## config.mk

```make
export PLATFORM = sky130hd
export DESIGN_NAME = asp_serial_port
export DESIGN_NICKNAME = d
export VERILOG_FILES = /design/src/asp_pkg.sv /design/src/asp_serial_port.sv
export SDC_FILE = /design/constraint.sdc
export NUM_CORES = 1
export LEC_CHECK = 0
export BUFFER_PORTS_ARGS = -buffer_cell sky130_fd_sc_hd__buf_2
export CORE_MARGIN = 2
export CORE_UTILIZATION = 60
export DETAILED_ROUTE_END_ITERATION = 10
export GPL_ROUTABILITY_DRIVEN = 0
export PLACE_DENSITY_LB_ADDON = 0.12
export REMOVE_ABC_BUFFERS = 1
export SLEW_MARGIN = 40
export SYNTH_ARGS = -nofsm -noshare
export SYNTH_HDL_FRONTEND = slang
export SYNTH_SLANG_ARGS = --single-unit
```

## constraint.sdc

```tcl
create_clock -name clk_in -period 3.5 [get_ports clk_in]
set_clock_uncertainty 0.1 [all_clocks]
set_input_delay 0.35 -clock clk_in [delete_from_list [all_inputs] [get_ports clk_in]]
set_output_delay 0.35 -clock clk_in [all_outputs]
set_load 0.01 [all_outputs]
```

## src/asp_pkg.sv

```systemverilog
package asp_pkg;

  // Register offsets on the plain register port
  localparam logic [3:0] ADR_CTRL = 4'h0;
  localparam logic [3:0] ADR_DATA = 4'h1;
  localparam logic [3:0] ADR_RELOAD = 4'h2;
  localparam logic [3:0] ADR_COUNT = 4'h3;
  localparam logic [3:0] ADR_TCFG = 4'h4;

  // Serial control register bit positions
  localparam int B_MODE = 7;
  localparam int B_MCE = 5;
  localparam int B_REN = 4;
  localparam int B_TB8 = 3;
  localparam int B_RB8 = 2;
  localparam int B_TI = 1;
  localparam int B_RI = 0;

  // Timer configuration register fields
  localparam int B_TEN = 4;
  localparam int B_SEL_LSB = 0;

  // Reset values
  localparam logic [7:0] RELOAD_RST = 8'h00;
  localparam logic [7:0] COUNT_RST = 8'h00;
  localparam logic [2:0] SEL_RST = 3'h0;
  localparam logic [2:0] PIN_RST = 3'h1;

  // Timer clock source codes
  localparam logic [2:0] CS_SYS = 3'h0;
  localparam logic [2:0] CS_DIV4 = 3'h1;
  localparam logic [2:0] CS_DIV12 = 3'h2;
  localparam logic [2:0] CS_DIV48 = 3'h3;
  localparam logic [2:0] CS_EXT8 = 3'h4;
  localparam logic [2:0] CS_PIN = 3'h5;

  // Prescaler last counts for divide by 4, 12 and 48, and the oscillator divide by 8
  localparam logic [2:0][5:0] DIV_LAST = {6'h2F, 6'h0B, 6'h03};
  localparam logic [2:0] EXT_LAST = 3'h7;
  localparam logic [7:0] CNT_TOP = 8'hFF;
  localparam logic [2:0] LAST_BIT = 3'h7;

  typedef enum logic [5:0] {
    ASP_TX_IDLE = 6'h01,
    ASP_TX_LOAD = 6'h02,
    ASP_TX_START = 6'h04,
    ASP_TX_DATA = 6'h08,
    ASP_TX_NINTH = 6'h10,
    ASP_TX_STOP = 6'h20
  } asp_tx_state_t;

  typedef enum logic [4:0] {
    ASP_RX_IDLE = 5'h01,
    ASP_RX_START = 5'h02,
    ASP_RX_DATA = 5'h04,
    ASP_RX_NINTH = 5'h08,
    ASP_RX_STOP = 5'h10
  } asp_rx_state_t;

endpackage

```

## src/asp_serial_port.sv

```systemverilog
// The address-and-strobe port and the address map are this design's own decisions.
`timescale 1ns/10ps
module asp_serial_port (
  input wire logic clk_in,
  input wire logic rst_n_in,
  input wire logic [3:0] addr_in,
  input wire logic [7:0] wdata_in,
  input wire logic wr_in,
  input wire logic rd_in,
  output logic [7:0] rdata_out,
  input wire logic serial_in_pin_in,
  output logic serial_out_pin_out,
  input wire logic baud_timer_ext_input_in,
  input wire logic ext_osc_in,
  input wire logic irq_enable_in,
  output logic irq_out
);

  // Register strobe decode
  wire logic wr_ctrl = wr_in && (addr_in == asp_pkg::ADR_CTRL);
  wire logic wr_data = wr_in && (addr_in == asp_pkg::ADR_DATA);
  wire logic wr_reload = wr_in && (addr_in == asp_pkg::ADR_RELOAD);
  wire logic wr_count = wr_in && (addr_in == asp_pkg::ADR_COUNT);
  wire logic wr_tcfg = wr_in && (addr_in == asp_pkg::ADR_TCFG);

  logic mode_r;
  logic mce_r;
  logic ren_r;
  logic tb8_r;
  logic rb8_r;
  logic ti_r;
  logic ri_r;
  logic ten_r;
  logic [2:0] sel_r;
  logic [7:0] reload_r;
  logic [7:0] tx_cnt_r;
  logic [7:0] rx_cnt_r;
  logic tx_half_r;
  logic rx_phase_r;
  logic [7:0] rx_buf_r;
  logic [7:0] rdata_r;
  logic irq_r;
  logic serial_out_r;

  // Pin synchronisers: 0 serial input, 1 timer input pin, 2 external oscillator
  wire logic [2:0] pin_raw = {ext_osc_in, baud_timer_ext_input_in, serial_in_pin_in};
  logic [2:0] pin_s1_r;
  logic [2:0] pin_s2_r;
  logic [2:0] pin_s3_r;
  logic [2:0] pin_lvl_r;
  logic [2:0] pin_prev_r;
  logic [2:0][5:0] pre_r;
  logic [2:0] pre_tick;

  genvar g;
  generate
    for (g = 0; g < 3; g++) begin : g_pin
      // A level only counts once the second and third stages agree
      always_ff @(posedge clk_in or negedge rst_n_in) begin
        if (!rst_n_in) begin
          pin_s1_r[g] <= asp_pkg::PIN_RST[g];
          pin_s2_r[g] <= asp_pkg::PIN_RST[g];
          pin_s3_r[g] <= asp_pkg::PIN_RST[g];
          pin_lvl_r[g] <= asp_pkg::PIN_RST[g];
          pin_prev_r[g] <= asp_pkg::PIN_RST[g];
        end else begin
          pin_s1_r[g] <= pin_raw[g];
          pin_s2_r[g] <= pin_s1_r[g];
          pin_s3_r[g] <= pin_s2_r[g];
          if (pin_s2_r[g] == pin_s3_r[g]) begin
            pin_lvl_r[g] <= pin_s3_r[g];
          end
          pin_prev_r[g] <= pin_lvl_r[g];
        end
      end

      // System clock prescalers for divide by 4, 12 and 48
      assign pre_tick[g] = (pre_r[g] == asp_pkg::DIV_LAST[g]);
      always_ff @(posedge clk_in or negedge rst_n_in) begin
        if (!rst_n_in) begin
          pre_r[g] <= 6'h00;
        end else begin
          pre_r[g] <= pre_tick[g] ? 6'h00 : pre_r[g] + 6'h01;
        end
      end
    end
  endgenerate

  wire logic [2:0] pin_rise = pin_lvl_r & ~pin_prev_r;
  wire logic rx_line = pin_lvl_r[0];
  wire logic rx_fall = pin_prev_r[0] & ~pin_lvl_r[0];

  // Oscillator edges divided by eight
  logic [2:0] ext_cnt_r;
  wire logic ext_tick = pin_rise[2] && (ext_cnt_r == asp_pkg::EXT_LAST);
  always_ff @(posedge clk_in or negedge rst_n_in) begin
    if (!rst_n_in) begin
      ext_cnt_r <= 3'h0;
    end else if (pin_rise[2]) begin
      ext_cnt_r <= ext_cnt_r + 3'h1;
    end
  end

  // Timer clock source select; the pin source counts rising edges
  wire logic src_tick = (sel_r == asp_pkg::CS_SYS) ? 1'b1 :
    (sel_r == asp_pkg::CS_DIV4) ? pre_tick[0] :
    (sel_r == asp_pkg::CS_DIV12) ? pre_tick[1] :
    (sel_r == asp_pkg::CS_DIV48) ? pre_tick[2] :
    (sel_r == asp_pkg::CS_EXT8) ? ext_tick :
    (sel_r == asp_pkg::CS_PIN) ? pin_rise[1] : 1'b0;
  wire logic tmr_tick = ten_r && src_tick;

  // Transmit counter: auto-reload, overflow after 256 minus reload ticks
  wire logic tx_ovf = tmr_tick && (tx_cnt_r == asp_pkg::CNT_TOP);
  wire logic tx_bit_tick = tx_ovf && tx_half_r;
  always_ff @(posedge clk_in or negedge rst_n_in) begin
    if (!rst_n_in) begin
      tx_cnt_r <= asp_pkg::COUNT_RST;
      tx_half_r <= 1'b0;
    end else begin
      if (wr_count) begin
        tx_cnt_r <= wdata_in;
      end else if (tx_ovf) begin
        tx_cnt_r <= reload_r;
      end else if (tmr_tick) begin
        tx_cnt_r <= tx_cnt_r + 8'h01;
      end
      if (tx_ovf) begin
        tx_half_r <= ~tx_half_r;
      end
    end
  end

  asp_pkg::asp_rx_state_t rx_state_r;
  asp_pkg::asp_rx_state_t rx_state_nxt;
  wire logic rx_start = (rx_state_r == asp_pkg::ASP_RX_IDLE) && ren_r && rx_fall;

  // Hidden receive counter; a start restarts it so the first overflow lands mid start bit
  wire logic rx_ovf = tmr_tick && (rx_cnt_r == asp_pkg::CNT_TOP) && !rx_start;
  wire logic rx_sample = rx_ovf && !rx_phase_r;
  always_ff @(posedge clk_in or negedge rst_n_in) begin
    if (!rst_n_in) begin
      rx_cnt_r <= asp_pkg::COUNT_RST;
      rx_phase_r <= 1'b0;
    end else if (rx_start) begin
      rx_cnt_r <= reload_r;
      rx_phase_r <= 1'b0;
    end else if (rx_ovf) begin
      rx_cnt_r <= reload_r;
      rx_phase_r <= ~rx_phase_r;
    end else if (tmr_tick) begin
      rx_cnt_r <= rx_cnt_r + 8'h01;
    end
  end

  // Transmit sequencer; a write while busy is dropped so a frame is never cut short
  asp_pkg::asp_tx_state_t tx_state_r;
  asp_pkg::asp_tx_state_t tx_state_nxt;
  logic [7:0] tx_sh_r;
  logic [7:0] tx_sh_nxt;
  logic [2:0] tx_idx_r;
  logic [2:0] tx_idx_nxt;
  logic serial_out_nxt;
  logic ti_set;
  always_comb begin
    tx_state_nxt = tx_state_r;
    tx_sh_nxt = tx_sh_r;
    tx_idx_nxt = tx_idx_r;
    serial_out_nxt = serial_out_r;
    ti_set = 1'b0;
    case (tx_state_r)
      asp_pkg::ASP_TX_IDLE: begin
        serial_out_nxt = 1'b1;
        if (wr_data) begin
          tx_sh_nxt = wdata_in;
          tx_state_nxt = asp_pkg::ASP_TX_LOAD;
        end
      end
      asp_pkg::ASP_TX_LOAD: begin
        if (tx_bit_tick) begin
          serial_out_nxt = 1'b0;
          tx_state_nxt = asp_pkg::ASP_TX_START;
        end
      end
      asp_pkg::ASP_TX_START: begin
        if (tx_bit_tick) begin
          serial_out_nxt = tx_sh_r[0];
          tx_sh_nxt = {1'b0, tx_sh_r[7:1]};
          tx_idx_nxt = 3'h0;
          tx_state_nxt = asp_pkg::ASP_TX_DATA;
        end
      end
      asp_pkg::ASP_TX_DATA: begin
        if (tx_bit_tick) begin
          if (tx_idx_r == asp_pkg::LAST_BIT) begin
            if (mode_r) begin
              serial_out_nxt = tb8_r;
              tx_state_nxt = asp_pkg::ASP_TX_NINTH;
            end else begin
              serial_out_nxt = 1'b1;
              ti_set = 1'b1;
              tx_state_nxt = asp_pkg::ASP_TX_STOP;
            end
          end else begin
            serial_out_nxt = tx_sh_r[0];
            tx_sh_nxt = {1'b0, tx_sh_r[7:1]};
            tx_idx_nxt = tx_idx_r + 3'h1;
          end
        end
      end
      asp_pkg::ASP_TX_NINTH: begin
        if (tx_bit_tick) begin
          serial_out_nxt = 1'b1;
          ti_set = 1'b1;
          tx_state_nxt = asp_pkg::ASP_TX_STOP;
        end
      end
      asp_pkg::ASP_TX_STOP: begin
        if (tx_bit_tick) begin
          tx_state_nxt = asp_pkg::ASP_TX_IDLE;
        end
      end
      default: begin
        serial_out_nxt = 1'b1;
        tx_state_nxt = asp_pkg::ASP_TX_IDLE;
      end
    endcase
  end

  // Receive sequencer; shifter is apart from the buffer so a new frame can arrive
  logic [7:0] rx_sh_r;
  logic [7:0] rx_sh_nxt;
  logic [2:0] rx_idx_r;
  logic [2:0] rx_idx_nxt;
  logic rx_bit9_r;
  logic rx_bit9_nxt;
  logic rx_done;
  always_comb begin
    rx_state_nxt = rx_state_r;
    rx_sh_nxt = rx_sh_r;
    rx_idx_nxt = rx_idx_r;
    rx_bit9_nxt = rx_bit9_r;
    rx_done = 1'b0;
    case (rx_state_r)
      asp_pkg::ASP_RX_IDLE: begin
        if (rx_start) begin
          rx_state_nxt = asp_pkg::ASP_RX_START;
        end
      end
      asp_pkg::ASP_RX_START: begin
        if (rx_sample) begin
          rx_idx_nxt = 3'h0;
          rx_state_nxt = rx_line ? asp_pkg::ASP_RX_IDLE : asp_pkg::ASP_RX_DATA;
        end
      end
      asp_pkg::ASP_RX_DATA: begin
        if (rx_sample) begin
          rx_sh_nxt = {rx_line, rx_sh_r[7:1]};
          rx_idx_nxt = rx_idx_r + 3'h1;
          if (rx_idx_r == asp_pkg::LAST_BIT) begin
            rx_state_nxt = mode_r ? asp_pkg::ASP_RX_NINTH : asp_pkg::ASP_RX_STOP;
          end
        end
      end
      asp_pkg::ASP_RX_NINTH: begin
        if (rx_sample) begin
          rx_bit9_nxt = rx_line;
          rx_state_nxt = asp_pkg::ASP_RX_STOP;
        end
      end
      asp_pkg::ASP_RX_STOP: begin
        if (rx_sample) begin
          rx_done = 1'b1;
          rx_state_nxt = asp_pkg::ASP_RX_IDLE;
        end
      end
      default: begin
        rx_state_nxt = asp_pkg::ASP_RX_IDLE;
      end
    endcase
  end

  // Flag bit is the stop bit in 8-bit frames, the ninth bit in 9-bit frames
  wire logic rx_flag = mode_r ? rx_bit9_r : rx_line;
  wire logic rx_load = rx_done && !ri_r && (!mce_r || rx_flag);

  // Sequencer state registers
  always_ff @(posedge clk_in or negedge rst_n_in) begin
    if (!rst_n_in) begin
      tx_state_r <= asp_pkg::ASP_TX_IDLE;
      tx_sh_r <= 8'h00;
      tx_idx_r <= 3'h0;
      serial_out_r <= 1'b1;
      rx_state_r <= asp_pkg::ASP_RX_IDLE;
      rx_sh_r <= 8'h00;
      rx_idx_r <= 3'h0;
      rx_bit9_r <= 1'b0;
    end else begin
      tx_state_r <= tx_state_nxt;
      tx_sh_r <= tx_sh_nxt;
      tx_idx_r <= tx_idx_nxt;
      serial_out_r <= serial_out_nxt;
      rx_state_r <= rx_state_nxt;
      rx_sh_r <= rx_sh_nxt;
      rx_idx_r <= rx_idx_nxt;
      rx_bit9_r <= rx_bit9_nxt;
    end
  end

  // Control bits; hardware set wins over a software clear in the same cycle
  wire logic ti_nxt = ti_set || (wr_ctrl ? wdata_in[asp_pkg::B_TI] : ti_r);
  wire logic ri_nxt = rx_load || (wr_ctrl ? wdata_in[asp_pkg::B_RI] : ri_r);
  wire logic rb8_nxt = rx_load ? rx_flag : (wr_ctrl ? wdata_in[asp_pkg::B_RB8] : rb8_r);
  always_ff @(posedge clk_in or negedge rst_n_in) begin
    if (!rst_n_in) begin
      mode_r <= 1'b0;
      mce_r <= 1'b0;
      ren_r <= 1'b0;
      tb8_r <= 1'b0;
      rb8_r <= 1'b0;
      ti_r <= 1'b0;
      ri_r <= 1'b0;
      rx_buf_r <= 8'h00;
      reload_r <= asp_pkg::RELOAD_RST;
      ten_r <= 1'b0;
      sel_r <= asp_pkg::SEL_RST;
    end else begin
      if (wr_ctrl) begin
        mode_r <= wdata_in[asp_pkg::B_MODE];
        mce_r <= wdata_in[asp_pkg::B_MCE];
        ren_r <= wdata_in[asp_pkg::B_REN];
        tb8_r <= wdata_in[asp_pkg::B_TB8];
      end
      rb8_r <= rb8_nxt;
      ti_r <= ti_nxt;
      ri_r <= ri_nxt;
      if (rx_load) begin
        rx_buf_r <= rx_sh_r;
      end
      if (wr_reload) begin
        reload_r <= wdata_in;
      end
      if (wr_tcfg) begin
        ten_r <= wdata_in[asp_pkg::B_TEN];
        sel_r <= wdata_in[asp_pkg::B_SEL_LSB +: 3];
      end
    end
  end

  // Read path; the transmit shifter has no read view at all
  wire logic [7:0] ctrl_view = {mode_r, 1'b1, mce_r, ren_r, tb8_r, rb8_r, ti_r, ri_r};
  wire logic [7:0] tcfg_view = {3'h0, ten_r, 1'b0, sel_r};
  wire logic [7:0] rd_mux = (addr_in == asp_pkg::ADR_CTRL) ? ctrl_view :
    (addr_in == asp_pkg::ADR_DATA) ? rx_buf_r :
    (addr_in == asp_pkg::ADR_RELOAD) ? reload_r :
    (addr_in == asp_pkg::ADR_COUNT) ? tx_cnt_r :
    (addr_in == asp_pkg::ADR_TCFG) ? tcfg_view : 8'h00;

  // Read data and interrupt request registers
  always_ff @(posedge clk_in or negedge rst_n_in) begin
    if (!rst_n_in) begin
      rdata_r <= 8'h00;
      irq_r <= 1'b0;
    end else begin
      rdata_r <= rd_in ? rd_mux : 8'h00;
      irq_r <= irq_enable_in && (ti_r || ri_r);
    end
  end

  assign rdata_out = rdata_r;
  assign serial_out_pin_out = serial_out_r;
  assign irq_out = irq_r;
endmodule

```

; Yosys cells after proc, flatten, opt, wreduce, memory -nomap -nowiden
; Cells that the tools add are included.
[op_classes]
add_sub_neg = 8
n_eq_ne = 45
mux = 72
bitwise = 7
n_reduce_logical = 42
[op_table]
columns = cell, n
row1 = $mux W8, 15
row2 = $mux W6, 11
row3 = $mux W5, 8
row4 = $pmux W6 S6, 1
row5 = $ne A2 B2 Y1 const B, 14
row6 = $mux W1, 25
row7 = $pmux W5 S5, 1
row8 = $pmux W8 S3, 1
row9 = $add A6 B1 Y6 const B, 3
row10 = $mux W3, 6
row11 = $logic_and A1 B1 Y1, 17
row12 = $add A8 B1 Y8 const B, 2
row13 = $eq A8 B8 Y1 const B, 2
row14 = $eq A3 B3 Y1 const B, 5
row15 = $eq A6 B2 Y1 const B, 2
row16 = $eq A6 B4 Y1 const B, 2
row17 = $eq A6 B6 Y1 const B, 2
row18 = $pmux W3 S2, 2
row19 = $reduce_and A5 Y1, 2
row20 = $add A3 B1 Y3 const B, 3
row21 = $reduce_bool A3 Y1, 3
row22 = $eq A4 B2 Y1 const B, 2
row23 = $reduce_bool A2 Y1, 4
row24 = $reduce_and A7 Y1, 1
row25 = 27 further kinds, 40
[word_totals]
reg_bits = 125
input_bits = 20
output_inout_bits = 10
wordCells = 218

; Logic depth before layout (Yosys ltp)
; Gate-level depths: netlist of the first run.
[logic_depth]
depth_word = 17
ltp_mapped = 9
ltp_nobuf = 7

; Least setup slack after synthesis of the first run
; No wires, ideal clock.
[synth_timing]
path_kind = reg2reg
from = reg rx_cnt_r[0]
to = reg rx_sh_r[1]
setup_time_ps = 128
arrival_ps = 2060
t_required_ps = 3272
setup_slack_ps = 1213
stages_incl_launch_ff = 9
path_buffers = 2
synth_period_minus_slack_ps = 2287
cell_sequence = dfrtp_1 -> ha_1 -> nand4_1 -> or2_1 -> clkbuf_1 -> nor2_1 -> and3_1 -> buf_4 -> mux2_1
[synth_between]
elab_chain_len = 5
[synth_rtl]
columns = item, line_no
row1 = from (decl), asp_serial_port.sv:37  ; logic [7:0] rx_cnt_r;
row2 = from (signal assigned), asp_serial_port.sv:143  ; rx_cnt_r <= asp_pkg::COUNT_RST;
row3 = from (signal assigned), asp_serial_port.sv:146  ; rx_cnt_r <= reload_r;
row4 = from (signal assigned), asp_serial_port.sv:149  ; rx_cnt_r <= reload_r;
row5 = $eq A8 B8 Y1, asp_serial_port.sv:139  ; wire logic rx_ovf = tmr_tick && (rx_cnt_r == asp_pkg::CNT_TOP) && !rx_start;
row6 = $logic_and A1 B1 Y1 (2 in series), asp_serial_port.sv:139
row7 = $logic_and A1 B1 Y1, asp_serial_port.sv:140  ; wire logic rx_sample = rx_ovf && !rx_phase_r;
row8 = $reduce_and A2 Y1 (no line), n/a
row9 = to (signal assigned), asp_serial_port.sv:304  ; rx_sh_r <= rx_sh_nxt;
row10 = to (decl), asp_serial_port.sv:231  ; logic [7:0] rx_sh_r;
; No other way between the ends.
; A chain may end at the register's enable or synchronous reset.

; Worst setup path after layout of the first run
[layout_timing]
from = reg tx_cnt_r[1]
to = reg tx_state_r[3]
[layout_between]
elab_chain_len = 5
word_cells_on_any_way = 9
cone_classes = eq/ne: 6 / reduce/logical: 3
[layout_rtl]
columns = item, line_no
row1 = from (decl), asp_serial_port.sv:36  ; logic [7:0] tx_cnt_r;
row2 = from (signal assigned), asp_serial_port.sv:118  ; tx_cnt_r <= asp_pkg::COUNT_RST;
row3 = from (signal assigned), asp_serial_port.sv:122  ; tx_cnt_r <= wdata_in;
row4 = from (signal assigned), asp_serial_port.sv:124  ; tx_cnt_r <= reload_r;
row5 = $eq A8 B8 Y1 (*), asp_serial_port.sv:114  ; wire logic tx_ovf = tmr_tick && (tx_cnt_r == asp_pkg::CNT_TOP);
row6 = $logic_and A1 B1 Y1 (*), asp_serial_port.sv:114
row7 = $logic_and A1 B1 Y1 (*), asp_serial_port.sv:115  ; wire logic tx_bit_tick = tx_ovf && tx_half_r;
row8 = $ne A2 B2 Y1 (no line), n/a
row9 = $reduce_and A7 Y1 (no line) (*), n/a
row10 = to (signal assigned), asp_serial_port.sv:290  ; tx_state_r <= asp_pkg::ASP_TX_IDLE;
row11 = to (signal assigned), asp_serial_port.sv:299  ; tx_state_r <= tx_state_nxt;
row12 = to (decl), asp_serial_port.sv:157  ; asp_pkg::asp_tx_state_t tx_state_r;
; Mark *: on every way between the ends. The rest lies on a longest branch, timed or not.

==> results of run 1 <==
-- synth_stat cells, types with 11 or more instances --
master                       n
sky130_fd_sc_hd__a21oi_1    16
sky130_fd_sc_hd__clkbuf_1   15
sky130_fd_sc_hd__dfrtp_1   117
sky130_fd_sc_hd__ha_1       11
sky130_fd_sc_hd__inv_1      14
sky130_fd_sc_hd__mux2_1     22
sky130_fd_sc_hd__mux2_2     28
sky130_fd_sc_hd__nand2_1    34
sky130_fd_sc_hd__nand2b_1   12
sky130_fd_sc_hd__nand3_1    24
sky130_fd_sc_hd__nor2_1     38
sky130_fd_sc_hd__nor3_1     17
sky130_fd_sc_hd__nor4_1     11
sky130_fd_sc_hd__o21ai_0    14
sky130_fd_sc_hd__xnor2_1    11
-- registers in the layout, summed over array words and instances, names as in the netlist, 2 cells and up --
signal and count:
ext_cnt_r 3, pin_lvl_r 2, pin_prev_r 3, pin_s1_r 3, pin_s2_r 3, pin_s3_r 3
pre_r 18, rdata_out 8, reload_r 8, rx_buf_r 8, rx_cnt_r 8, rx_idx_r 3
rx_sh_r 8, rx_state_r 5, sel_r 3, tx_cnt_r 8, tx_idx_r 3, tx_sh_r 8
tx_state_r 6
-- logic make-up (layout without fill, tap and decap cells) --
family,count (synthesis),after routing,synth area share
AOI/OAI and AO/OA,107,107,0.124
xor gates and xnor gates,19,19,0.0268
adders and majority gates,14,14,0.0270
buffers and inverters,39,88,0.0262
DFF,125,125,0.506
muxes,65,65,0.125
and+or+nand+nor,191,191,0.165
-- routing by layer --
layer  GRT usage  vias up  share of wire
met2       0.434      125           0.50
met4      0.0968        0          0.021
met3      0.0686       25          0.046
met5           0        -              0
met1       0.342     2234           0.44
li1            -     2144              -
-- path summary, 6_finish.rpt --
| check | startpoint | end | slack (ns) | cells past startpoint |
|---|---|---|---|---|
| max | tx_cnt_r[1] | tx_state_r[3] | 0.73 | 6 |
| min | wdata_in[3] | reload_r[3] | 0.04 | 2 |
| max reg2reg | tx_cnt_r[1] | tx_state_r[3] | 0.73 | 6 |
| min reg2reg | pin_s1_r[0] | pin_s2_r[0] | 0.25 | 0 |
| max in group asynchronous | rst_n_in | tx_state_r[0] | 2.12 | 3 |
| min in group asynchronous | rst_n_in | pin_s1_r[1] | 0.34 | 2 |
-- power by group through the flow --
| stage | registers (mW) | logic, mW | clock network (mW) |
|---|---|---|---|
| CTS | 1.93 | 0.820 | 1.71 |
| global route | 1.97 | 0.919 | 1.77 |
| global placement | 1.95 | 0.770 | 0 |
| finish | 1.94 | 0.822 | 1.68 |
| detailed placement | 1.95 | 0.803 | 0 |
| floorplan | 1.88 | 0.599 | 0 |
-- what timing repair did --
item | 4_1_cts | 5_1_grt
hold buffers | 7 | 0
setup endpoints to repair | 0 | 0
buffers inserted | 0 | 0
hold endpoints to repair | 59 | 0
-- area by class of cell --
cell class | instances | area, um^2
multi-input combinational | 396 | 2910
inverter | 14 | 52.6
clock buffer | 25 | 484
timing repair buffer | 42 | 275
tap | 136 | 170
fill | 759 | 3070
clock inverter | 7 | 85.1
sequential | 125 | 3140
-- worst max-delay path: stages, from the launching register on --
cell,delay (ns)
sky130_fd_sc_hd__dfrtp_1,0.42
sky130_fd_sc_hd__ha_1,0.35
sky130_fd_sc_hd__nand4_1,0.21
sky130_fd_sc_hd__nor3_1,0.39
sky130_fd_sc_hd__o2111ai_2,0.36
sky130_fd_sc_hd__a21oi_1,0.45
sky130_fd_sc_hd__mux2_1,0.36
==> flow_summary.html, run 1 <==
<table>
<tr><th>Metric</th><th>Value</th></tr>
<tr><th colspan="2">Power and ir drop</th></tr>
<tr><td>Share of power burned in the clock network</td><td>0.378</td></tr>
<tr><td>Cell internal power dissipation</td><td>3.17 mW</td></tr>
<tr><td>Sequential Power Share</td><td>0.437</td></tr>
<tr><td>Share of total power in combinational logic</td><td>0.185</td></tr>
<tr><td>Leakage power</td><td>between 3 and 4 nW</td></tr>
<tr><td>Sw Share</td><td>0.287</td></tr>
<tr><td>Overall Power</td><td>roughly 4.4 mW</td></tr>
<tr><td>Maximum resistive drop on vdd</td><td>0.440 mV</td></tr>
<tr><td>Power density normalized to cell area</td><td>~620 mW/mm^2</td></tr>
<tr><td>Net switching component of the power</td><td>1.28 mW</td></tr>
<tr><th colspan="2">Clocking</th></tr>
<tr><td>CTS root buf</td><td>sky130_fd_sc_hd__clkbuf_8</td></tr>
<tr><td>Clock Sink Count</td><td>about 130</td></tr>
<tr><td>Count of instances resized after the clock tree is built</td><td>0</td></tr>
<tr><td>Clock-pin slew on the worst setup and hold paths</td><td>~0.06 ns</td></tr>
<tr><td>Clk_lat worst skew</td><td>about 0.52 ns</td></tr>
<tr><td>TritonCTS clock tree</td><td>done</td></tr>
<tr><td>Total clock buffers created by CTS</td><td>17</td></tr>
<tr><td>Number of buffers on the longest clock path</td><td>2</td></tr>
<tr><td>CTS H-tree depth</td><td>4</td></tr>
<tr><th colspan="2">STA</th></tr>
<tr><td>Final worst path period share</td><td>0.791</td></tr>
<tr><td>Fmax</td><td>approximately 360 MHz</td></tr>
<tr><td>Worst Max-Slew Pin Slew</td><td>around 0.73 ns</td></tr>
<tr><td>Final setup viols</td><td>0</td></tr>
<tr><td>Worst relative slew slack</td><td>0.514</td></tr>
<tr><td>Time the worst path needs with I/O delays and setup</td><td>around 2.8 ns</td></tr>
<tr><td>Hold Violations, Final</td><td>0</td></tr>
<tr><td>Smallest hold slack</td><td>roughly 0.043 ns</td></tr>
<tr><td>RSZ-0062 raised after global routing</td><td>no</td></tr>
<tr><td>Final worst setup slack</td><td>about 0.73 ns</td></tr>
<tr><td>Max Slew Vio Count</td><td>0</td></tr>
<tr><td>Post-route setup TNS</td><td>0 ns</td></tr>
<tr><th colspan="2">Placement</th></tr>
<tr><td>Number of buffers added on ports</td><td>29</td></tr>
<tr><td>Number of placed instances, taps included</td><td>between 700 and 800</td></tr>
<tr><td>DP HPWL</td><td>approximately 9400 um</td></tr>
<tr><td>Placement-stage cell area</td><td>roughly 0.0065 mm^2</td></tr>
<tr><td>Post-Place Setup Slack</td><td>0.777 ns</td></tr>
<tr><th colspan="2">Drt</th></tr>
<tr><td>Vias</td><td>approximately 4,500</td></tr>
<tr><td>Iteration count of the initial detailed-routing pass</td><td>5</td></tr>
<tr><td>Post-Route WL</td><td>13,600 um</td></tr>
<tr><td>Final ANT Viol Nets</td><td>0</td></tr>
<tr><td>DRC errors left</td><td>0</td></tr>
<tr><td>Vias per cell</td><td>6.08</td></tr>
<tr><td>Routed len/inst</td><td>18.3 um</td></tr>
<tr><td>Iter 0 DRT Violations</td><td>347</td></tr>
<tr><th colspan="2">Floorplan</th></tr>
<tr><td>Initial core utilization</td><td>0.609</td></tr>
<tr><td>Height of the chip</td><td>106 um</td></tr>
<tr><td>Die Width</td><td>between 100 and 150 um</td></tr>
<tr><td>Total Die Area</td><td>approximately 0.011 mm^2</td></tr>
<tr><td>Number of ports placed on the die boundary</td><td>30</td></tr>
<tr><td>Placeable Area</td><td>between 0.01 and 0.015 mm^2</td></tr>
<tr><td>Floorplan row count</td><td>37</td></tr>
<tr><th colspan="2">Logic synthesis</th></tr>
<tr><td>Unique cell type count in the Yosys netlist</td><td>69</td></tr>
<tr><td>Library cell occupying the most area in the post-synthesis netlist</td><td>sky130_fd_sc_hd__dfrtp_1</td></tr>
<tr><td>Mean post-synth cell area</td><td>roughly 11 um^2</td></tr>
<tr><td>Synthesis Warnings</td><td>0</td></tr>
<tr><td>Leading post-synthesis cells by cell area</td><td>sky130_fd_sc_hd__dfrtp_1 (47%), sky130_fd_sc_hd__mux2_2 (5.1%), sky130_fd_sc_hd__mux2_1 (4.0%), sky130_fd_sc_hd__dfstp_2 (3.4%), sky130_fd_sc_hd__nor2_1 (2.3%)</td></tr>
<tr><td>Fraction of registers with async set/reset</td><td>1.00</td></tr>
<tr><td>Synth Instances</td><td>560</td></tr>
<tr><td>Most frequently used flop master after synthesis</td><td>sky130_fd_sc_hd__dfrtp_1</td></tr>
<tr><td>Flop and latch count out of synthesis</td><td>125</td></tr>
<tr><td>Fraction of synthesized cell area taken by the top area cell type</td><td>0.472</td></tr>
<tr><td>Portion of the post-synthesis area used by sequential elements</td><td>0.506</td></tr>
<tr><td>Combined area of all synthesized cells</td><td>between 0.006 and 0.007 mm^2</td></tr>
<tr><td>Number of enable flip-flop cells after synthesis</td><td>0</td></tr>
<tr><th colspan="2">Setup path</th></tr>
<tr><td>Worst endpoint data arrival time</td><td>approximately 3 ns</td></tr>
<tr><td>Category of the critical setup timing path</td><td>flip-flop to flip-flop</td></tr>
<tr><td>Data required time of the worst path</td><td>3.79 ns</td></tr>
<tr><td>Worst Setup End Kind</td><td>flip-flop</td></tr>
<tr><td>Type of element launching the critical path</td><td>flip-flop</td></tr>
<tr><td>Largest fanout on the critical path</td><td>8</td></tr>
<tr><th colspan="2">Final layout</th></tr>
<tr><td>Share of final-layout standard cells stronger than drive strength 1</td><td>0.184</td></tr>
<tr><td>Most frequent standard cell in the layout excluding fill and tap cells</td><td>sky130_fd_sc_hd__dfrtp_1</td></tr>
<tr><td>Layout overhead on the synthesized area</td><td>14.7%</td></tr>
<tr><td>Finished Cell Area</td><td>between 0.007 and 0.008 mm^2</td></tr>
<tr><td>Highest-count cells in the layout ignoring fill and taps</td><td>sky130_fd_sc_hd__dfrtp_1 (117), sky130_fd_sc_hd__nor2_1 (38), sky130_fd_sc_hd__nand2_1 (34)</td></tr>
<tr><td>Final net count</td><td>627</td></tr>
<tr><td>Core utilization of the finished layout</td><td>0.699</td></tr>
<tr><td>Number of inserted diodes</td><td>0</td></tr>
<tr><td>Cell Count, Final, Fillers Out</td><td>~750</td></tr>
<tr><th colspan="2">GRT</th></tr>
<tr><td>Number of antenna violations at the first check in global routing</td><td>0</td></tr>
<tr><td>Maximum number of pins on one net before global-route repair</td><td>68</td></tr>
<tr><td>First-pass GRT wire length</td><td>roughly 23,000 um</td></tr>
<tr><td>Final global-route overflow total</td><td>0</td></tr>
<tr><td>Via count of the first global-routing pass</td><td>about 4,500</td></tr>
<tr><td>Aggregate global-route resource usage</td><td>0.265</td></tr>
<tr><th colspan="2">Run status</th></tr>
<tr><td>Outcome</td><td>finished clean</td></tr>
<tr><th colspan="2">Job</th></tr>
<tr><td>Number of max-cap violations</td><td>0</td></tr>
<tr><th colspan="2">Worst hold path</th></tr>
<tr><td>Path class of the lowest-slack min-delay path</td><td>input pin to flip-flop</td></tr>
</table>
No activity file was read; power rests on OpenSTA's default activity.
==> run 2: changes to the inputs <==
- ABC_AREA: unset -> 1
- CORE_UTILIZATION: 60 -> 55
- clock period: 3.5 -> 2.4 ns (I/O delays scaled with it)
==> flow_summary.html, run 2 <==
<table>
<tr><th>Metric</th><th>Value</th></tr>
<tr><th colspan="2">Run status</th></tr>
<tr><td>Outcome</td><td>finished clean</td></tr>
<tr><th colspan="2">Logic synthesis</th></tr>
<tr><td>Fraction of registers with async set/reset</td><td>1.00</td></tr>
<tr><td>Synth Instances</td><td>between 700 and 800</td></tr>
<tr><td>Combined area of all synthesized cells</td><td>approximately 0.006 mm^2</td></tr>
<tr><td>Most frequently used flop master after synthesis</td><td>sky130_fd_sc_hd__dfrtp_1</td></tr>
<tr><td>Xor and xnor fraction of the mapped netlist area</td><td>0.0287</td></tr>
<tr><td>Share of the synthesized area in compound gates (AO/OA/AOI/OAI)</td><td>0.114</td></tr>
<tr><td>Number of enable flip-flop cells after synthesis</td><td>0</td></tr>
<tr><td>Post-synthesis share of cell area spent on full adders, half adders and majority gates</td><td>0.0275</td></tr>
<tr><td>Simple-gate area share of the yosys netlist</td><td>0.244</td></tr>
<tr><td>Library cell occupying the most area in the post-synthesis netlist</td><td>sky130_fd_sc_hd__dfrtp_1</td></tr>
<tr><td>Flop and latch count out of synthesis</td><td>around 130</td></tr>
<tr><td>Leading post-synthesis cells by cell area</td><td>sky130_fd_sc_hd__dfrtp_1 (48%), sky130_fd_sc_hd__nand2_1 (10%), sky130_fd_sc_hd__inv_1 (5.6%), sky130_fd_sc_hd__o21ai_0 (4.3%), sky130_fd_sc_hd__nand3_1 (4.1%)</td></tr>
<tr><td>Unique cell type count in the Yosys netlist</td><td>50</td></tr>
<tr><td>Portion of netlist area occupied by mux cells</td><td>0.00533</td></tr>
<tr><td>Synthesis Warnings</td><td>0</td></tr>
<tr><td>Most frequently used cell type in the post-synthesis netlist</td><td>sky130_fd_sc_hd__nand2_1</td></tr>
<tr><td>Portion of the post-synthesis area used by sequential elements</td><td>0.514</td></tr>
<tr><td>Dominant combinational cell family by area after synthesis</td><td>simple AND/OR/NAND/NOR gates</td></tr>
<tr><td>Fraction of synthesized cell area taken by the top area cell type</td><td>0.480</td></tr>
<tr><td>Top post-synthesis cells by count</td><td>sky130_fd_sc_hd__nand2_1 (170), sky130_fd_sc_hd__dfrtp_1 (117), sky130_fd_sc_hd__inv_1 (91)</td></tr>
<tr><td>Mean post-synth cell area</td><td>just under 9 um^2</td></tr>
<tr><th colspan="2">Power and ir drop</th></tr>
<tr><td>Maximum resistive drop on vdd</td><td>roughly 0.74 mV</td></tr>
<tr><td>Power density normalized to cell area</td><td>between 900 and 1000 mW/mm^2</td></tr>
<tr><td>Leakage power</td><td>3.58 nW</td></tr>
<tr><th colspan="2">Setup path</th></tr>
<tr><td>Largest fanout on the critical path</td><td>14</td></tr>
<tr><td>Data required time of the worst path</td><td>2.70 ns</td></tr>
<tr><td>Launching element of the worst setup path</td><td>rx_state_r[2]</td></tr>
<tr><td>Worst Setup End Kind</td><td>flip-flop</td></tr>
<tr><td>Type of element launching the critical path</td><td>flip-flop</td></tr>
<tr><td>Category of the critical setup timing path</td><td>flip-flop to flip-flop</td></tr>
<tr><td>Worst endpoint data arrival time</td><td>2.55 ns</td></tr>
<tr><td>Critical R2R Launch</td><td>rx_state_r[2]</td></tr>
<tr><th colspan="2">Clocking</th></tr>
<tr><td>Count of instances resized after the clock tree is built</td><td>0</td></tr>
<tr><td>Total clock buffers created by CTS</td><td>17</td></tr>
<tr><td>CTS H-tree depth</td><td>4</td></tr>
<tr><td>Clock Sink Count</td><td>roughly 130</td></tr>
<tr><td>Number of buffers on the longest clock path</td><td>2</td></tr>
<tr><td>Post-CTS Setup Bufs</td><td>0</td></tr>
<tr><td>CTS root buf</td><td>sky130_fd_sc_hd__clkbuf_8</td></tr>
<tr><td>Clk_lat worst skew</td><td>~0.53 ns</td></tr>
<tr><td>TritonCTS clock tree</td><td>done</td></tr>
<tr><td>Clock-pin slew on the worst setup and hold paths</td><td>around 0.06 ns</td></tr>
<tr><td>CTS Hold Buffers Added</td><td>12</td></tr>
<tr><th colspan="2">Drt</th></tr>
<tr><td>Routed len/inst</td><td>roughly 15 um</td></tr>
<tr><td>Vias</td><td>4,900</td></tr>
<tr><td>DRC errors left</td><td>0</td></tr>
<tr><td>Post-Route WL</td><td>about 14,000 um</td></tr>
<tr><td>Final ANT Viol Nets</td><td>0</td></tr>
<tr><td>Iter 0 DRT Violations</td><td>roughly 500</td></tr>
<tr><td>Vias per cell</td><td>5.38</td></tr>
<tr><td>Iteration count of the initial detailed-routing pass</td><td>7</td></tr>
<tr><th colspan="2">Floorplan</th></tr>
<tr><td>Initial core utilization</td><td>0.563</td></tr>
<tr><td>Placeable Area</td><td>approximately 0.011 mm^2</td></tr>
<tr><td>Total Die Area</td><td>around 0.012 mm^2</td></tr>
<tr><td>Height of the chip</td><td>between 100 and 150 um</td></tr>
<tr><td>Die Width</td><td>between 100 and 150 um</td></tr>
<tr><td>Number of ports placed on the die boundary</td><td>30</td></tr>
<tr><td>Floorplan row count</td><td>38</td></tr>
<tr><th colspan="2">Final layout</th></tr>
<tr><td>Highest-count cells in the layout ignoring fill and taps</td><td>sky130_fd_sc_hd__nand2_1 (170), sky130_fd_sc_hd__dfrtp_1 (117), sky130_fd_sc_hd__inv_1 (91)</td></tr>
<tr><td>Max FFs per register</td><td>18</td></tr>
<tr><td>Final net count</td><td>789</td></tr>
<tr><td>Number of inserted diodes</td><td>0</td></tr>
<tr><td>Register containing the most flip-flops in the final layout</td><td>pre_r</td></tr>
<tr><td>Core utilization of the finished layout</td><td>0.660</td></tr>
<tr><td>Finished Cell Area</td><td>~0.0072 mm^2</td></tr>
<tr><td>Most frequent standard cell in the layout excluding fill and tap cells</td><td>sky130_fd_sc_hd__nand2_1</td></tr>
<tr><td>Area taken by flip-flops and latches</td><td>0.00314 mm^2</td></tr>
<tr><td>Share of final-layout standard cells stronger than drive strength 1</td><td>0.152</td></tr>
<tr><td>Total area of multi-input combinational cells</td><td>approximately 0.0026 mm^2</td></tr>
<tr><td>Fillcell total</td><td>891</td></tr>
<tr><td>Layout overhead on the synthesized area</td><td>17.2%</td></tr>
<tr><td>Cell Count, Final, Fillers Out</td><td>between 900 and 1,000</td></tr>
<tr><th colspan="2">Worst hold path</th></tr>
<tr><td>Path class of the lowest-slack min-delay path</td><td>input pin to flip-flop</td></tr>
<tr><td>Startpoint of the tightest hold check path</td><td>wdata_in[0]</td></tr>
<tr><th colspan="2">STA</th></tr>
<tr><td>Worst relative slew slack</td><td>0.652</td></tr>
<tr><td>Max Slew Vio Count</td><td>0</td></tr>
<tr><td>Fmax</td><td>roughly 440 MHz</td></tr>
<tr><td>Time the worst path needs with I/O delays and setup</td><td>2.25 ns</td></tr>
<tr><td>Post-route setup TNS</td><td>0 ns</td></tr>
<tr><td>Final worst path period share</td><td>0.939</td></tr>
<tr><td>Worst Max-Slew Pin Slew</td><td>around 0.52 ns</td></tr>
<tr><td>Final setup viols</td><td>0</td></tr>
<tr><td>RSZ-0062 raised after global routing</td><td>no</td></tr>
<tr><td>Hold Violations, Final</td><td>0</td></tr>
<tr><td>Smallest hold slack</td><td>between 0.03 and 0.04 ns</td></tr>
<tr><th colspan="2">GRT</th></tr>
<tr><td>First-pass GRT wire length</td><td>between 20,000 and 25,000 um</td></tr>
<tr><td>Aggregate global-route resource usage</td><td>0.256</td></tr>
<tr><td>Final global-route overflow total</td><td>0</td></tr>
<tr><td>Maximum number of pins on one net before global-route repair</td><td>70</td></tr>
<tr><td>Number of antenna violations at the first check in global routing</td><td>0</td></tr>
<tr><td>Via count of the first global-routing pass</td><td>between 4,000 and 5,000</td></tr>
<tr><th colspan="2">Placement</th></tr>
<tr><td>Placement-stage cell area</td><td>between 0.006 and 0.007 mm^2</td></tr>
<tr><td>DP HPWL</td><td>roughly 9800 um</td></tr>
<tr><td>Number of placed instances, taps included</td><td>between 800 and 900</td></tr>
<tr><td>Number of buffers added on ports</td><td>29</td></tr>
<tr><th colspan="2">Job</th></tr>
<tr><td>Number of max-cap violations</td><td>0</td></tr>
</table>
[run 2: worst max-delay path, stage by stage, from the launching register on]
cell and delay [ns]:
sky130_fd_sc_hd__dfrtp_1 0.40, sky130_fd_sc_hd__nor2_1 0.25, sky130_fd_sc_hd__nand3_1 0.14, sky130_fd_sc_hd__nor2_1 0.25
sky130_fd_sc_hd__inv_1 0.32, sky130_fd_sc_hd__nand2_2 0.28, sky130_fd_sc_hd__inv_1 0.18, sky130_fd_sc_hd__nand2_1 0.10
sky130_fd_sc_hd__o21ai_0 0.09
[run 2: where the power goes]
| group | switching [mW] | internal, mW | leakage (nW) |
|---|---|---|---|
| clock | 0.964 | 1.64 | 0.291 |
| sequential | 0.343 | 2.47 | 1.62 |
| combinational | 0.948 | 0.577 | 1.68 |
[run 2: per-layer routing]
layer | share of wire | vias to the layer above | track usage
li1 | - | 2408 | -
met1 | 0.46 | 2290 | 0.357
met2 | 0.46 | 166 | 0.393
met3 | 0.063 | 36 | 0.0682
met4 | 0.021 | 0 | 0.0823
met5 | 0 | - | 0
[run 2: final timing paths]
path,cells past startpoint,slack (ns),end
max in group asynchronous,3,1.37,pin_s3_r[0]
hold / removal,3,0.04,sel_r[0]
setup reg to reg,8,0.15,rx_cnt_r[7]
min in group asynchronous,2,0.09,pre_r[14]
setup / recovery,8,0.15,rx_cnt_r[7]
hold reg to reg,0,0.25,pin_s2_r[2]
[run 2: final cells by class]
type                       count  share of cell area
inverter                      96              0.0506
clock inverter                13              0.0227
multi-input combinational    473               0.358
clock buffer                  19              0.0617
tap                          140              0.0245
sequential                   125               0.439
timing repair buffer          45              0.0434
[run 2: cells by family after synthesis]
family	Yosys count
compound gates	123
xor+xnor	20
fa+ha+maj	14
buf+inv	103
flops	125
mux	3
simple gates	313
[run 2: stage by stage]
step                      total power [mW]  worst slack, ns
after CTS                             6.97            0.201
final                                 6.95            0.146
after detailed placement              4.32            0.223
after global routing                  7.34           0.0182
after global placement                4.26            0.305
after floorplan                       3.87            0.541
==> run 3: changes to the inputs <==
- BUFFER_PORTS_ARGS: -buffer_cell sky130_fd_sc_hd__buf_2 -> -buffer_cell sky130_fd_sc_hd__buf_4
==> flow_summary.html, run 3 (same netlist as run 2, synthesis figures left out) <==
<table>
<tr><th>Metric</th><th>Value</th></tr>
<tr><th colspan="2">Run status</th></tr>
<tr><td>Outcome</td><td>finished clean</td></tr>
<tr><th colspan="2">Drt</th></tr>
<tr><td>Final ANT Viol Nets</td><td>0</td></tr>
<tr><td>Post-Route WL</td><td>approximately 14,000 um</td></tr>
<tr><td>Iteration count of the initial detailed-routing pass</td><td>5</td></tr>
<tr><td>Vias per cell</td><td>between 5 and 6</td></tr>
<tr><td>DRC errors left</td><td>0</td></tr>
<tr><td>Routed len/inst</td><td>15.2 um</td></tr>
<tr><td>Vias</td><td>~4,900</td></tr>
<tr><td>Iter 0 DRT Violations</td><td>between 300 and 400</td></tr>
<tr><th colspan="2">Power and ir drop</th></tr>
<tr><td>Leakage power</td><td>about 3.6 nW</td></tr>
<tr><td>Power density normalized to cell area</td><td>between 900 and 1000 mW/mm^2</td></tr>
<tr><td>Maximum resistive drop on vdd</td><td>0.472 mV</td></tr>
<tr><td>Overall Power</td><td>6.68 mW</td></tr>
<tr><th colspan="2">GRT</th></tr>
<tr><td>Via count of the first global-routing pass</td><td>slightly below 5,000</td></tr>
<tr><td>Maximum number of pins on one net before global-route repair</td><td>80</td></tr>
<tr><td>Number of antenna violations at the first check in global routing</td><td>0</td></tr>
<tr><td>Aggregate global-route resource usage</td><td>0.260</td></tr>
<tr><td>First-pass GRT wire length</td><td>between 20,000 and 25,000 um</td></tr>
<tr><td>Final global-route overflow total</td><td>0</td></tr>
<tr><th colspan="2">Final layout</th></tr>
<tr><td>Max FFs per register</td><td>18</td></tr>
<tr><td>Most frequent standard cell in the layout excluding fill and tap cells</td><td>sky130_fd_sc_hd__nand2_1</td></tr>
<tr><td>Final net count</td><td>790</td></tr>
<tr><td>Cell Count, Final, Fillers Out</td><td>~900</td></tr>
<tr><td>Core utilization of the finished layout</td><td>0.661</td></tr>
<tr><td>Register containing the most flip-flops in the final layout</td><td>pre_r</td></tr>
<tr><td>Number of inserted diodes</td><td>0</td></tr>
<tr><td>Highest-count cells in the layout ignoring fill and taps</td><td>sky130_fd_sc_hd__nand2_1 (170), sky130_fd_sc_hd__dfrtp_1 (117), sky130_fd_sc_hd__inv_1 (91)</td></tr>
<tr><td>Layout overhead on the synthesized area</td><td>17.4%</td></tr>
<tr><td>Share of final-layout standard cells stronger than drive strength 1</td><td>0.149</td></tr>
<tr><th colspan="2">Floorplan</th></tr>
<tr><td>Initial core utilization</td><td>0.563</td></tr>
<tr><td>Floorplan row count</td><td>38</td></tr>
<tr><td>Die Width</td><td>between 100 and 150 um</td></tr>
<tr><td>Height of the chip</td><td>roughly 110 um</td></tr>
<tr><td>Total Die Area</td><td>roughly 0.012 mm^2</td></tr>
<tr><td>Number of ports placed on the die boundary</td><td>30</td></tr>
<tr><td>Placeable Area</td><td>roughly 0.011 mm^2</td></tr>
<tr><th colspan="2">Setup path</th></tr>
<tr><td>Worst endpoint data arrival time</td><td>approximately 2.5 ns</td></tr>
<tr><td>Largest fanout on the critical path</td><td>9</td></tr>
<tr><td>Launching element of the worst setup path</td><td>ext_cnt_r[0]</td></tr>
<tr><td>Type of element launching the critical path</td><td>flip-flop</td></tr>
<tr><td>Data required time of the worst path</td><td>between 2 and 3 ns</td></tr>
<tr><td>Category of the critical setup timing path</td><td>flip-flop to flip-flop</td></tr>
<tr><td>Worst Setup End Kind</td><td>flip-flop</td></tr>
<tr><td>Critical R2R Launch</td><td>ext_cnt_r[0]</td></tr>
<tr><th colspan="2">Placement</th></tr>
<tr><td>DP HPWL</td><td>9810 um</td></tr>
<tr><td>Post-Place Setup Slack</td><td>about 0.27 ns</td></tr>
<tr><td>Number of placed instances, taps included</td><td>~870</td></tr>
<tr><td>Number of buffers added on ports</td><td>29</td></tr>
<tr><th colspan="2">Job</th></tr>
<tr><td>Number of max-cap violations</td><td>0</td></tr>
<tr><th colspan="2">Clocking</th></tr>
<tr><td>Count of instances resized after the clock tree is built</td><td>0</td></tr>
<tr><td>CTS H-tree depth</td><td>4</td></tr>
<tr><td>Number of buffers on the longest clock path</td><td>2</td></tr>
<tr><td>Clock-pin slew on the worst setup and hold paths</td><td>roughly 0.06 ns</td></tr>
<tr><td>Clk_lat worst skew</td><td>0.53 ns</td></tr>
<tr><td>CTS root buf</td><td>sky130_fd_sc_hd__clkbuf_8</td></tr>
<tr><td>Clock Sink Count</td><td>roughly 130</td></tr>
<tr><td>Total clock buffers created by CTS</td><td>17</td></tr>
<tr><td>TritonCTS clock tree</td><td>done</td></tr>
<tr><th colspan="2">STA</th></tr>
<tr><td>Worst relative slew slack</td><td>0.602</td></tr>
<tr><td>Max Slew Vio Count</td><td>0</td></tr>
<tr><td>Final worst setup slack</td><td>0.221 ns</td></tr>
<tr><td>Time the worst path needs with I/O delays and setup</td><td>2.18 ns</td></tr>
<tr><td>Post-route setup TNS</td><td>0 ns</td></tr>
<tr><td>Fmax</td><td>around 460 MHz</td></tr>
<tr><td>Worst Max-Slew Pin Slew</td><td>roughly 0.60 ns</td></tr>
<tr><td>Hold Violations, Final</td><td>0</td></tr>
<tr><td>RSZ-0062 raised after global routing</td><td>no</td></tr>
<tr><td>Final worst path period share</td><td>0.908</td></tr>
<tr><td>Final setup viols</td><td>0</td></tr>
<tr><th colspan="2">Worst hold path</th></tr>
<tr><td>Startpoint of the tightest hold check path</td><td>wdata_in[4]</td></tr>
<tr><td>Path class of the lowest-slack min-delay path</td><td>input pin to flip-flop</td></tr>
</table>
run 3: worst paths after layout:
| kind | end | slack [ns] | depth (start not counted) |
|---|---|---|---|
| setup / recovery | rx_cnt_r[0] | 0.22 | 11 |
| hold / removal | ren_r | 0.03 | 3 |
| setup reg to reg | rx_cnt_r[0] | 0.22 | 11 |
| hold reg to reg | pin_s2_r[2] | 0.25 | 0 |
| max in group asynchronous | tx_idx_r[2] | 1.51 | 3 |
| min in group asynchronous | pre_r[6] | 0.16 | 3 |
run 3: layout make-up:
| cell class | count | area, um^2 |
|---|---|---|
| fill | 925 | 3670 |
| sequential | 125 | 3140 |
| multi-input combinational | 473 | 2560 |
| clock buffer | 22 | 453 |
| timing repair buffer | 46 | 388 |
| inverter | 96 | 362 |
| tap | 140 | 175 |
| clock inverter | 10 | 91.3 |
run 3: power breakdown:
| part | switching (mW) | internal, mW |
|---|---|---|
| sequential | 0.325 | 2.47 |
| combinational | 0.952 | 0.593 |
| clock | 0.918 | 1.42 |
run 3: critical path, cell delays in order, from the launching register on:
cell and delay (ns):
sky130_fd_sc_hd__dfrtp_1 0.40, sky130_fd_sc_hd__ha_1 0.21, sky130_fd_sc_hd__ha_1 0.18, sky130_fd_sc_hd__nand2_1 0.07, sky130_fd_sc_hd__nor2_1 0.04, sky130_fd_sc_hd__nor2_2 0.24
sky130_fd_sc_hd__nor2_8 0.09, sky130_fd_sc_hd__nand2_1 0.18, sky130_fd_sc_hd__nand2_2 0.17, sky130_fd_sc_hd__inv_1 0.25, sky130_fd_sc_hd__nand2_1 0.09, sky130_fd_sc_hd__o21ai_0 0.08
run 3: metrics by stage:
step,hold slack (ns),cell area [um^2]
floorplan,-0.156,6060
global placement,0.199,6510
detailed placement,0.200,6510
CTS,0.00901,7170
global route,0.0283,7170
finish,0.0305,7170
run 3: per-layer routing:
metal | GRT usage | part of all wire | up-vias | wire [um]
met5 | 0 | 0 | - | 0
met4 | 0.126 | 0.033 | 0 | 453
met3 | 0.0575 | 0.038 | 39 | 530
met2 | 0.409 | 0.48 | 114 | 6590
met1 | 0.343 | 0.45 | 2374 | 6290
li1 | - | - | 2405 | -
run 3: timing repair:
| action | in CTS | in global routing |
|---|---|---|
| hold buffers | 12 | 0 |
| buffers inserted | 0 | 0 |
| endpoints found under the hold margin | 146 | 0 |
